--- src/ers_map.svh ---
`ifndef ERS_MAP_SVH
`define ERS_MAP_SVH

// Page codes that are passed through to the enclosure.
`define ERS_PAGE_FIRST 8'h01
`define ERS_PAGE_LAST 8'h0f
// Short status page for legacy parallel-capable enclosures.
`define ERS_SHORT_PAGE_CODE 8'h08
`define ERS_SHORT_LEGACY_BIT 7
`define ERS_SHORT_HIGH_BIT 1
`define ERS_SHORT_LOW_BIT 0
`define ERS_SHORT_PAGE_LEN 16'h0000
`define ERS_SHORT_BYTES 16'h0004
// Command phase layout.
`define ERS_CMD_BYTES 2'h3
`define ERS_CMD_SEND_BIT 0
`define ERS_CMD_PARAM_LEN 16'h0000
// Header size added to the page length.
`define ERS_HDR_BYTES 17'h00004
// Sense codes.
`define ERS_ASC_ENCL 8'h35
`define ERS_ASCQ_UNSUPPORTED 8'h01
`define ERS_ASCQ_UNAVAILABLE 8'h02
`define ERS_ASCQ_REFUSED 8'h03
`define ERS_ASCQ_FAILED 8'h04
// Clock rate and least timeouts, in their own units.
`define ERS_CLK_HZ 50000000
`define ERS_DISC_TIMEOUT_MS 1000
`define ERS_FIRST_RD_TIMEOUT_MS 1
`define ERS_BYTE_TIMEOUT_US 100

`endif

--- src/ers_pkg.sv ---
package ers_pkg;

  // Sequencer states.
  typedef enum logic [3:0] {
    ERS_IDLE,
    ERS_DISC,
    ERS_DISC_ACK,
    ERS_DISC_REL,
    ERS_CMD_STB,
    ERS_CMD_REL,
    ERS_RD_STB,
    ERS_RD_REL,
    ERS_SHORT
  } ers_state_e;

endpackage : ers_pkg

--- src/ers_timer.sv ---
`timescale 1ns/1ps
`default_nettype none

// ****************************************************************
// Restartable timeout counter.
// ****************************************************************
module ers_timer #(
  parameter int unsigned W = 26
) (
  // Clock and reset.
  input wire logic sys_clk,
  input wire logic srst,
  // Control.
  input wire logic restart,
  input wire logic [W-1:0] limit,
  // Status.
  output logic expired
);

  // Cycles elapsed since the last restart.
  logic [W-1:0] count_reg;
  // Expiry flag.
  logic expired_reg;
  // Last count before expiry.
  wire logic at_limit = (count_reg == (limit - W'(1)));

  assign expired = expired_reg;

  // Counting stops once the limit has passed; a restart always wins.
  always_ff @(posedge sys_clk) begin
    if (srst || restart) begin
      count_reg <= '0;
      expired_reg <= 1'b0;
    end else if (!expired_reg) begin
      count_reg <= count_reg + W'(1);
      expired_reg <= at_limit;
    end
  end

endmodule // ers_timer

`default_nettype wire

--- src/ers_sequencer.sv ---
`timescale 1ns/1ps
`default_nettype none
`include "ers_map.svh"


// ****************************************************************
// Receive-diagnostic sequencer toward the enclosure link.
// ****************************************************************
module ers_sequencer #(
  parameter int unsigned DISC_TIMEOUT_CYC = `ERS_DISC_TIMEOUT_MS * (`ERS_CLK_HZ / 1000),
  parameter int unsigned FIRST_RD_TIMEOUT_CYC = `ERS_FIRST_RD_TIMEOUT_MS * (`ERS_CLK_HZ / 1000),
  parameter int unsigned BYTE_TIMEOUT_CYC = `ERS_BYTE_TIMEOUT_US * (`ERS_CLK_HZ / 1000000)
) (
  // Clock and reset.
  input wire logic sys_clk,
  input wire logic srst,
  // Host request.
  input wire logic host_req,
  input wire logic [7:0] host_page_code,
  input wire logic [15:0] host_alloc_len,
  // Host answer and data stream.
  output logic host_busy,
  output logic host_done,
  output logic host_check,
  output logic [7:0] host_asc,
  output logic [7:0] host_ascq,
  output logic host_data_valid,
  output logic [7:0] host_data,
  // Discovery logic on the same clock.
  output logic disc_start,
  input wire logic disc_done,
  input wire logic disc_compliant,
  input wire logic disc_legacy_link_ok,
  // Enclosure link pins.
  output logic enclosure_link_request_n,
  output logic device_write_strobe_n,
  output logic device_read_strobe_n,
  input wire logic enclosure_acknowledge_n,
  input wire logic legacy_link_bit_high,
  input wire logic legacy_link_bit_low,
  input wire logic [7:0] link_data_in,
  output logic [7:0] link_data_out,
  output logic link_data_oe
);

  localparam int unsigned TW = 26;
  localparam int unsigned NS = 11;

  // ****************************************************************
  // Pin synchronisers.
  // ****************************************************************

  // Raw pins: data, two legacy bits, acknowledge.
  wire logic [NS-1:0] pin_raw = {link_data_in, legacy_link_bit_high, legacy_link_bit_low,
                                 enclosure_acknowledge_n};
  // Three stages and the accepted level.
  logic [NS-1:0] s1_reg;
  logic [NS-1:0] s2_reg;
  logic [NS-1:0] s3_reg;
  logic [NS-1:0] lvl_reg;

  genvar gi;
  generate
    for (gi = 0; gi < NS; gi++) begin : g_sync
      // A change counts once the second and third stages agree.
      always_ff @(posedge sys_clk) begin
        if (srst) begin
          s1_reg[gi] <= 1'b1;
          s2_reg[gi] <= 1'b1;
          s3_reg[gi] <= 1'b1;
          lvl_reg[gi] <= 1'b1;
        end else begin
          s1_reg[gi] <= pin_raw[gi];
          s2_reg[gi] <= s1_reg[gi];
          s3_reg[gi] <= s2_reg[gi];
          if (s2_reg[gi] == s3_reg[gi]) begin
            lvl_reg[gi] <= s3_reg[gi];
          end
        end
      end
    end
  endgenerate

  // Acknowledge is active low on the pin.
  wire logic ack = ~lvl_reg[0];
  wire logic [1:0] legacy_bits = lvl_reg[2:1];
  wire logic [7:0] rd_byte = lvl_reg[10:3];

  // ****************************************************************
  // State registers.
  // ****************************************************************

  ers_pkg::ers_state_e state_reg, state_next;
  logic [7:0] page_reg, page_next;         // Requested page code.
  logic [15:0] alloc_reg, alloc_next;      // Host allocation length.
  logic [16:0] limit_reg, limit_next;      // Bytes to move.
  logic [15:0] cnt_reg, cnt_next;          // Bytes moved so far.
  logic [1:0] cmd_idx_reg, cmd_idx_next;   // Command byte index.
  logic [7:0] len_hi_reg, len_hi_next;     // Page length high byte.
  logic first_reg, first_next;             // First read strobe pending.
  logic req_n_reg, req_n_next;
  logic wr_n_reg, wr_n_next;
  logic rd_n_reg, rd_n_next;
  logic oe_reg, oe_next;
  logic busy_reg, busy_next;
  logic done_reg, done_next;
  logic check_reg, check_next;
  logic [7:0] asc_reg, asc_next;
  logic [7:0] ascq_reg, ascq_next;
  logic dv_reg, dv_next;
  logic [7:0] dout_reg, dout_next;
  logic dstart_reg, dstart_next;
  logic restart_next;                      // Timer restart request.

  // ****************************************************************
  // Decoding and selection.
  // ****************************************************************

  // Page codes that go to the enclosure.
  // Range check.
  wire logic page_in_range = (host_page_code >= `ERS_PAGE_FIRST) &&
                             (host_page_code <= `ERS_PAGE_LAST);
  // Next command byte: page code, send bit and length all zero.
  // Command contents.
  wire logic [7:0] cmd_byte = (cmd_idx_next == 2'h0) ? page_reg :
                              (cmd_idx_next == 2'h1) ? 8'h00 :
                              (cmd_idx_next == 2'h2) ? 8'(`ERS_CMD_PARAM_LEN >> 8) :
                              8'(`ERS_CMD_PARAM_LEN & 16'h00ff);
  // Short status page bytes.
  // Short page layout.
  wire logic [7:0] short_b1 = (8'h01 << `ERS_SHORT_LEGACY_BIT) |
                              ({7'h00, legacy_bits[1]} << `ERS_SHORT_HIGH_BIT) |
                              ({7'h00, legacy_bits[0]} << `ERS_SHORT_LOW_BIT);
  wire logic [7:0] short_byte = (cnt_reg == 16'h0000) ? `ERS_SHORT_PAGE_CODE :
                                (cnt_reg == 16'h0001) ? short_b1 :
                                (cnt_reg == 16'h0002) ? 8'(`ERS_SHORT_PAGE_LEN >> 8) :
                                8'(`ERS_SHORT_PAGE_LEN & 16'h00ff);
  // Total length from header bytes 2 and 3, capped by the allocation.
  // Smaller of the two.
  wire logic [16:0] page_total = {1'b0, len_hi_reg, rd_byte} + `ERS_HDR_BYTES;
  wire logic [16:0] alloc_w = {1'b0, alloc_reg};
  wire logic [16:0] capped = (page_total < alloc_w) ? page_total : alloc_w;
  wire logic [15:0] short_total = (alloc_reg < `ERS_SHORT_BYTES) ? alloc_reg : `ERS_SHORT_BYTES;
  // Timeout limit by phase.
  // Counters sized to least times.
  wire logic [TW-1:0] timer_limit = (state_reg == ers_pkg::ERS_DISC_ACK) ? TW'(DISC_TIMEOUT_CYC) :
                                    first_reg ? TW'(FIRST_RD_TIMEOUT_CYC) :
                                    TW'(BYTE_TIMEOUT_CYC);
  wire logic timed_out;

  // Restarted from next-state logic: no stale expiry.
  ers_timer #(.W(TW)) u_timer (
    .sys_clk(sys_clk),
    .srst(srst),
    .restart(restart_next),
    .limit(timer_limit),
    .expired(timed_out)
  );

  // ****************************************************************
  // Sequencer next-state logic.
  // ****************************************************************

  always_comb begin
    logic fin;
    logic fin_chk;
    logic [7:0] fin_ascq;
    fin = 1'b0;
    fin_chk = 1'b0;
    fin_ascq = 8'h00;
    state_next = state_reg;
    page_next = page_reg;
    alloc_next = alloc_reg;
    limit_next = limit_reg;
    cnt_next = cnt_reg;
    cmd_idx_next = cmd_idx_reg;
    len_hi_next = len_hi_reg;
    first_next = first_reg;
    req_n_next = req_n_reg;
    wr_n_next = wr_n_reg;
    rd_n_next = rd_n_reg;
    oe_next = oe_reg;
    busy_next = busy_reg;
    done_next = 1'b0;
    check_next = check_reg;
    asc_next = asc_reg;
    ascq_next = ascq_reg;
    dv_next = 1'b0;
    dout_next = dout_reg;
    dstart_next = 1'b0;
    restart_next = 1'b0;
    case (state_reg)
      // Wait for a request; out-of-range pages are left to other logic.
      ers_pkg::ERS_IDLE: begin
        if (host_req && page_in_range) begin
          page_next = host_page_code;
          alloc_next = host_alloc_len;
          busy_next = 1'b1;
          req_n_next = 1'b0;
          dstart_next = 1'b1;
          state_next = ers_pkg::ERS_DISC;
        end
      end
      // Discovery result from the discovery logic.
      ers_pkg::ERS_DISC: begin
        if (disc_done) begin
          if (disc_compliant) begin
            restart_next = 1'b1;
            state_next = ers_pkg::ERS_DISC_ACK;
          end else if (disc_legacy_link_ok) begin
            req_n_next = 1'b1;
            cnt_next = 16'h0000;
            state_next = ers_pkg::ERS_SHORT;
          end else begin
            fin = 1'b1;
            fin_chk = 1'b1;
            fin_ascq = `ERS_ASCQ_UNSUPPORTED;
          end
        end
      end
      // Compliant enclosure must acknowledge within the long timeout.
      ers_pkg::ERS_DISC_ACK: begin
        if (ack) begin
          restart_next = 1'b1;
          state_next = ers_pkg::ERS_DISC_REL;
        end else if (timed_out) begin
          fin = 1'b1;
          fin_chk = 1'b1;
          fin_ascq = `ERS_ASCQ_UNAVAILABLE;
        end
      end
      // Acknowledge released: the enclosure is responding correctly.
      ers_pkg::ERS_DISC_REL: begin
        if (!ack) begin
          cmd_idx_next = 2'h0;
          wr_n_next = 1'b0;
          oe_next = 1'b1;
          restart_next = 1'b1;
          state_next = ers_pkg::ERS_CMD_STB;
        end else if (timed_out) begin
          fin = 1'b1;
          fin_chk = 1'b1;
          fin_ascq = `ERS_ASCQ_REFUSED;
        end
      end
      // Write strobe low, waiting for acknowledge.
      ers_pkg::ERS_CMD_STB: begin
        if (ack) begin
          wr_n_next = 1'b1;
          restart_next = 1'b1;
          state_next = ers_pkg::ERS_CMD_REL;
        end else if (timed_out) begin
          fin = 1'b1;
          fin_chk = 1'b1;
          fin_ascq = `ERS_ASCQ_REFUSED;
        end
      end
      // Strobe high, waiting for acknowledge release.
      ers_pkg::ERS_CMD_REL: begin
        if (!ack) begin
          restart_next = 1'b1;
          if (cmd_idx_reg == `ERS_CMD_BYTES) begin
            oe_next = 1'b0;
            cnt_next = 16'h0000;
            limit_next = alloc_w;
            first_next = 1'b1;
            if (alloc_reg == 16'h0000) begin
              fin = 1'b1;
            end else begin
              rd_n_next = 1'b0;
              state_next = ers_pkg::ERS_RD_STB;
            end
          end else begin
            cmd_idx_next = cmd_idx_reg + 2'h1;
            wr_n_next = 1'b0;
            state_next = ers_pkg::ERS_CMD_STB;
          end
        end else if (timed_out) begin
          fin = 1'b1;
          fin_chk = 1'b1;
          fin_ascq = `ERS_ASCQ_REFUSED;
        end
      end
      // Read strobe low, waiting for acknowledge with data.
      ers_pkg::ERS_RD_STB: begin
        if (ack) begin
          dv_next = 1'b1;
          dout_next = rd_byte;
          cnt_next = cnt_reg + 16'h0001;
          if (cnt_reg == 16'h0002) begin
            len_hi_next = rd_byte;
          end
          if (cnt_reg == 16'h0003) begin
            limit_next = capped;
          end
          first_next = 1'b0;
          rd_n_next = 1'b1;
          restart_next = 1'b1;
          state_next = ers_pkg::ERS_RD_REL;
        end else if (timed_out) begin
          fin = 1'b1;
          fin_chk = 1'b1;
          fin_ascq = first_reg ? `ERS_ASCQ_REFUSED : `ERS_ASCQ_FAILED;
        end
      end
      // Strobe high, waiting for acknowledge release.
      ers_pkg::ERS_RD_REL: begin
        if (!ack) begin
          if ({1'b0, cnt_reg} >= limit_reg) begin
            fin = 1'b1;
          end else begin
            rd_n_next = 1'b0;
            restart_next = 1'b1;
            state_next = ers_pkg::ERS_RD_STB;
          end
        end else if (timed_out) begin
          fin = 1'b1;
          fin_chk = 1'b1;
          fin_ascq = `ERS_ASCQ_FAILED;
        end
      end
      // Short page bytes, one per cycle, capped by the allocation.
      ers_pkg::ERS_SHORT: begin
        if (cnt_reg >= short_total) begin
          fin = 1'b1;
        end else begin
          dv_next = 1'b1;
          dout_next = short_byte;
          cnt_next = cnt_reg + 16'h0001;
        end
      end
      default: begin
        state_next = ers_pkg::ERS_IDLE;
      end
    endcase
    // Every ending releases the link and reports once.
    if (fin) begin
      state_next = ers_pkg::ERS_IDLE;
      req_n_next = 1'b1;
      wr_n_next = 1'b1;
      rd_n_next = 1'b1;
      oe_next = 1'b0;
      busy_next = 1'b0;
      done_next = 1'b1;
      first_next = 1'b0;
      check_next = fin_chk;
      asc_next = fin_chk ? `ERS_ASC_ENCL : 8'h00;
      ascq_next = fin_ascq;
    end
  end

  // ****************************************************************
  // State update.
  // ****************************************************************

  always_ff @(posedge sys_clk) begin
    if (srst) begin
      state_reg <= ers_pkg::ERS_IDLE;
      {page_reg, alloc_reg, limit_reg, cnt_reg, cmd_idx_reg, len_hi_reg} <= '0;
      {first_reg, oe_reg, busy_reg, done_reg, check_reg, dv_reg, dstart_reg} <= '0;
      {asc_reg, ascq_reg, dout_reg} <= '0;
      {req_n_reg, wr_n_reg, rd_n_reg} <= 3'h7;
    end else begin
      state_reg <= state_next;
      {page_reg, alloc_reg, limit_reg, cnt_reg} <= {page_next, alloc_next, limit_next, cnt_next};
      {cmd_idx_reg, len_hi_reg, first_reg} <= {cmd_idx_next, len_hi_next, first_next};
      {req_n_reg, wr_n_reg, rd_n_reg, oe_reg} <= {req_n_next, wr_n_next, rd_n_next, oe_next};
      {busy_reg, done_reg, check_reg, dv_reg} <= {busy_next, done_next, check_next, dv_next};
      {asc_reg, ascq_reg, dout_reg} <= {asc_next, ascq_next, dout_next};
      dstart_reg <= dstart_next;
    end
  end

  // Outputs straight from flip-flops; command data is registered below.
  logic [7:0] lout_reg;

  always_ff @(posedge sys_clk) begin
    if (srst) begin
      lout_reg <= 8'h00;
    end else begin
      lout_reg <= cmd_byte;
    end
  end

  assign host_busy = busy_reg;
  assign host_done = done_reg;
  assign host_check = check_reg;
  assign host_asc = asc_reg;
  assign host_ascq = ascq_reg;
  assign host_data_valid = dv_reg;
  assign host_data = dout_reg;
  assign disc_start = dstart_reg;
  assign enclosure_link_request_n = req_n_reg;
  assign device_write_strobe_n = wr_n_reg;
  assign device_read_strobe_n = rd_n_reg;
  assign link_data_out = lout_reg;
  assign link_data_oe = oe_reg;

endmodule // ers_sequencer

`default_nettype wire

--- config.mk ---
export PLATFORM = sky130hd
export DESIGN_NAME = ers_sequencer
export DESIGN_NICKNAME = d
export VERILOG_FILES = /design/src/ers_pkg.sv /design/src/ers_timer.sv /design/src/ers_sequencer.sv
export VERILOG_INCLUDE_DIRS = /design/src /design/src/src
export SDC_FILE = /design/constraint.sdc
export NUM_CORES = 1
export LEC_CHECK = 0
export BUFFER_PORTS_ARGS = -buffer_cell sky130_fd_sc_hd__buf_2
export CAP_MARGIN = 20
export CORE_MARGIN = 2
export CORE_UTILIZATION = 54
export CTS_CLUSTER_SIZE = 10
export DETAILED_ROUTE_END_ITERATION = 6
export PLACE_DENSITY = 0.88
export SETUP_SLACK_MARGIN = 0.1
export SLEW_MARGIN = 20
export SYNTH_ARGS = -nofsm -noshare
export SYNTH_HDL_FRONTEND = slang
export SYNTH_HIERARCHICAL = 1
export SYNTH_SLANG_ARGS = --single-unit
--- constraint.sdc ---
create_clock -name sys_clk -period 4.19 [get_ports sys_clk]
set_input_delay 0.2095 -clock sys_clk [delete_from_list [all_inputs] [get_ports sys_clk]]
set_output_delay 0.2095 -clock sys_clk [all_outputs]
set_load 0.05 [all_outputs]
==> qor.csv <==
stage,metric,value,unit
routing,ant_nets,0,
worst_setup_path,worstRegToRegCells,14,
synth,ys_ff_latch,171,
layout,final_area,10810,um^2
routing,via_count,8467,
worst_setup_path,crit_type,flop to flop,
sta,fin_crit_sh,90.78,%
sta,hold_violations,0,
worst_setup_path,slowest_stage,dfxtp_1,
worst_setup_path,cp-end-kind,flop,
sta,max_freq,262.9,MHz
layout,fin_util,62.94,%
global_route,antenna_found_initial,1,
cts,clk-insertion-delay-late,0.44,ns
routing,firstDrtPassIters,5,
placement,gp_congestion,0.9481,
synth,synth-main-ff-cell,dfxtp_1,
sta,finClkSkew,0.01280,ns
worst_setup_path,critPathMaxStageDelay,0.48,ns
sta,tightest_slew,0.9196,ns
die,ios,82,
routing,drtIter0Drc,671,
synth,synth_top_area_share,36.31,%
layout,nFillCells,1396,
routing,via_per_inst,5.803,
layout,area_growth_syn_to_layout,14.66,%
global_route,grt.total_usage,25.11,%
routing,drt-total-wl,23.20,mm
worst_setup_path,rrSetupSlack,0.39,ns
worst_setup_path,critPathCapture,limit_reg[10],
power,peakVddDrop,0.0004351,V
sta,max-slew-margin-rel,38.69,%
status,outcome,finished clean,
worst_setup_path,critPathMaxFanout,19,
worst_setup_path,cp.required,4.52,ns
cts,tritoncts,yes,
synth,ys_seq_area_share,36.31,%
synth,async_flop_share,0,%
die,num_rows,48,
min_path,hp-class,primary input to flop,
die,die_h,136.1,um
die,dieWidth,136.1,um
min_path,hp-start,host_alloc_len[7],
cts,cts.htree.levels,4,
worst_setup_path,r2r_start,lvl_reg[5],
sta,fin_tns_setup,0,ns
global_route,first_global_vias,7884,
worst_setup_path,crit_chain,ha_1 -> nand3_1 -> nor3_4 -> and3_1 -> xor2_1 -> ha_1 -> a21oi_1 -> nand3_1 -> a2111o_1 -> and3_1 -> nor2_1 -> buf_6 -> nor4_1 -> a311o_1,
cts,ctsLongestPathBuffers,2,
cts,clk_pin_slew_worst_paths,0.07,ns
worst_setup_path,startpoint,lvl_reg[5],
power,p_leak,4.402,nW
layout,layout-drive-gt1-share,14.44,%
die,start_util,54.90,%
placement,placed_area,10060,um^2
die,fp.dieArea,18530,um^2
layout,largest_reg_flops,26,
synth,netlist_area,9429,um^2
global_route,overflow,0,
routing,drc,0,
synth,syn_area_per_cell,8.479,um^2
sta,finalSetupViolCount,0,
cts,cts-root-buf,clkbuf_16,
synth,yosys-top-cells-area,"dfxtp_1 36%, ha_1 7.2%, nor2_1 4.9%",
routing,wl_per_cell,15.90,um
sta,rsz0062_at_grt,no,
sta,post-route-min-period,3.804,ns
synth,synth-edff-count,0,
synth,yosysWarnings,6,
cts,postCtsSetupBuffers,0,
worst_setup_path,cp.arrival,4.13,ns
worst_setup_path,r2r_end,limit_reg[10],
layout,fin_nets,1315,
die,design.core.area,17180,um^2
placement,io_buffers,72,
power,p_per_area,404.4,nW/um^2
worst_setup_path,startpoint_type,flop,
synth,netlist_instances,1112,
synth,yosysTopAreaCell,dfxtp_1,
sta,whs,0.003528,ns
placement,hpwl,16.01,mm
flow_run,drv_cap,0,
cts,cts.sinks,171,
sta,slew_violations,0,
global_route,grt_pass1_wl,37.67,mm
synth,synth_cell_types,80,
global_route,grt_start_max_net_pins,99,
cts,cts_buffers,17,
## worst min-delay path by stage
stage | slack, ns | endpoint | cells past startpoint
finish | 0.004 | alloc_reg[7] | 3
floorplan | 0.31 | s1_reg[0] | 1
detailed placement | 0.39 | s1_reg[4] | 2
global placement | 0.39 | s2_reg[4] | 1
CTS | 0.005 | alloc_reg[7] | 3
global route | 0.008 | alloc_reg[10] | 3
## per-stage QoR
stage | power, mW | std cells | setup WS [ns]
after floorplan | 2.543 | 1172 | 0.2530
after global placement | 2.721 | 1414 | 0.5719
after detailed placement | 2.748 | 1414 | 0.4131
after CTS | 4.358 | 1458 | 0.4088
after global routing | 4.544 | 1459 | 0.08685
final | 4.372 | 1459 | 0.3864
## power by group
part           switching [mW]  internal, mW
combinational           0.672         0.335
sequential             0.0522          1.69
clock                   0.759         0.862
total                    1.48          2.89
## per-layer routing
layer | vias up | GRT usage (%) | routed length (um)
met5 | - | 0 | 0
met4 | 0 | 9.954 | 628
met3 | 53 | 5.108 | 1405
met2 | 323 | 42.32 | 11210
met1 | 3987 | 31.40 | 9959
li1 | 4104 | - | -
## critical path, delay by kind of cell, from the launching register on
family,cells,cell delay (ns)
AND/OR/NAND/NOR,7,1.30
AO/OA/AOI/OAI,3,0.88
XOR/XNOR,1,0.23
buffers and inverters,1,0.23
flip-flops,1,0.48
adder cells (fa/ha/maj),2,0.56
## cell usage in the layout (no fill, tap or decap), types with 13 or more instances in the layout
cell type    n
a211oi_1    18
inv_1       60
conb_1      62
nand4_1     23
nor2_1     123
or4_1       13
xnor2_1     37
nand3_1     42
and3_1      21
clkbuf_16   17
buf_4       13
xor2_1      31
and2_1      15
or2_2       36
ha_1        54
o21ai_0     38
buf_2       71
nand2_1     64
mux2i_1     39
dfxtp_1    171
a21oi_1     66
nor3_1      16
## logic make-up after synthesis
kind of cell	share of synthesized area, %
mux	4.618
buf+inv	6.011
simple gates	24.14
flops	36.31
fa+ha+maj	7.166
other cells	0.07965
compound gates	15.37
xor+xnor	6.316
## what timing repair did
action                     4_1_cts  5_1_grt
setup endpoints to repair        0        4
resized for setup                0        3
hold endpoints to repair        12        0
hold buffers                    12        0
## cell type report
type                       instances  area (um^2)  area share, %
tap                              225        281.5          2.604
timing repair buffer              97        584.3          5.404
clock inverter                    15        188.9          1.747
multi-input combinational        872         5677          52.51
antenna                            1        2.502        0.02315
clock buffer                      17        425.4          3.935
inverter                          61        229.0          2.118
sequential                       171         3423          31.66
## cells in the mapped netlist, types with 17 or more instances
library cell	number
and3_1	21
o21ai_0	38
clkbuf_1	34
xor2_1	31
xnor2_1	37
inv_1	60
buf_4	17
dfxtp_1	171
nand4_1	23
a211oi_1	18
or2_2	36
nand2_1	64
nand3_1	42
mux2i_1	39
ha_1	54
nor2_1	123
a21oi_1	66
(Power assumes the default switching activity.)
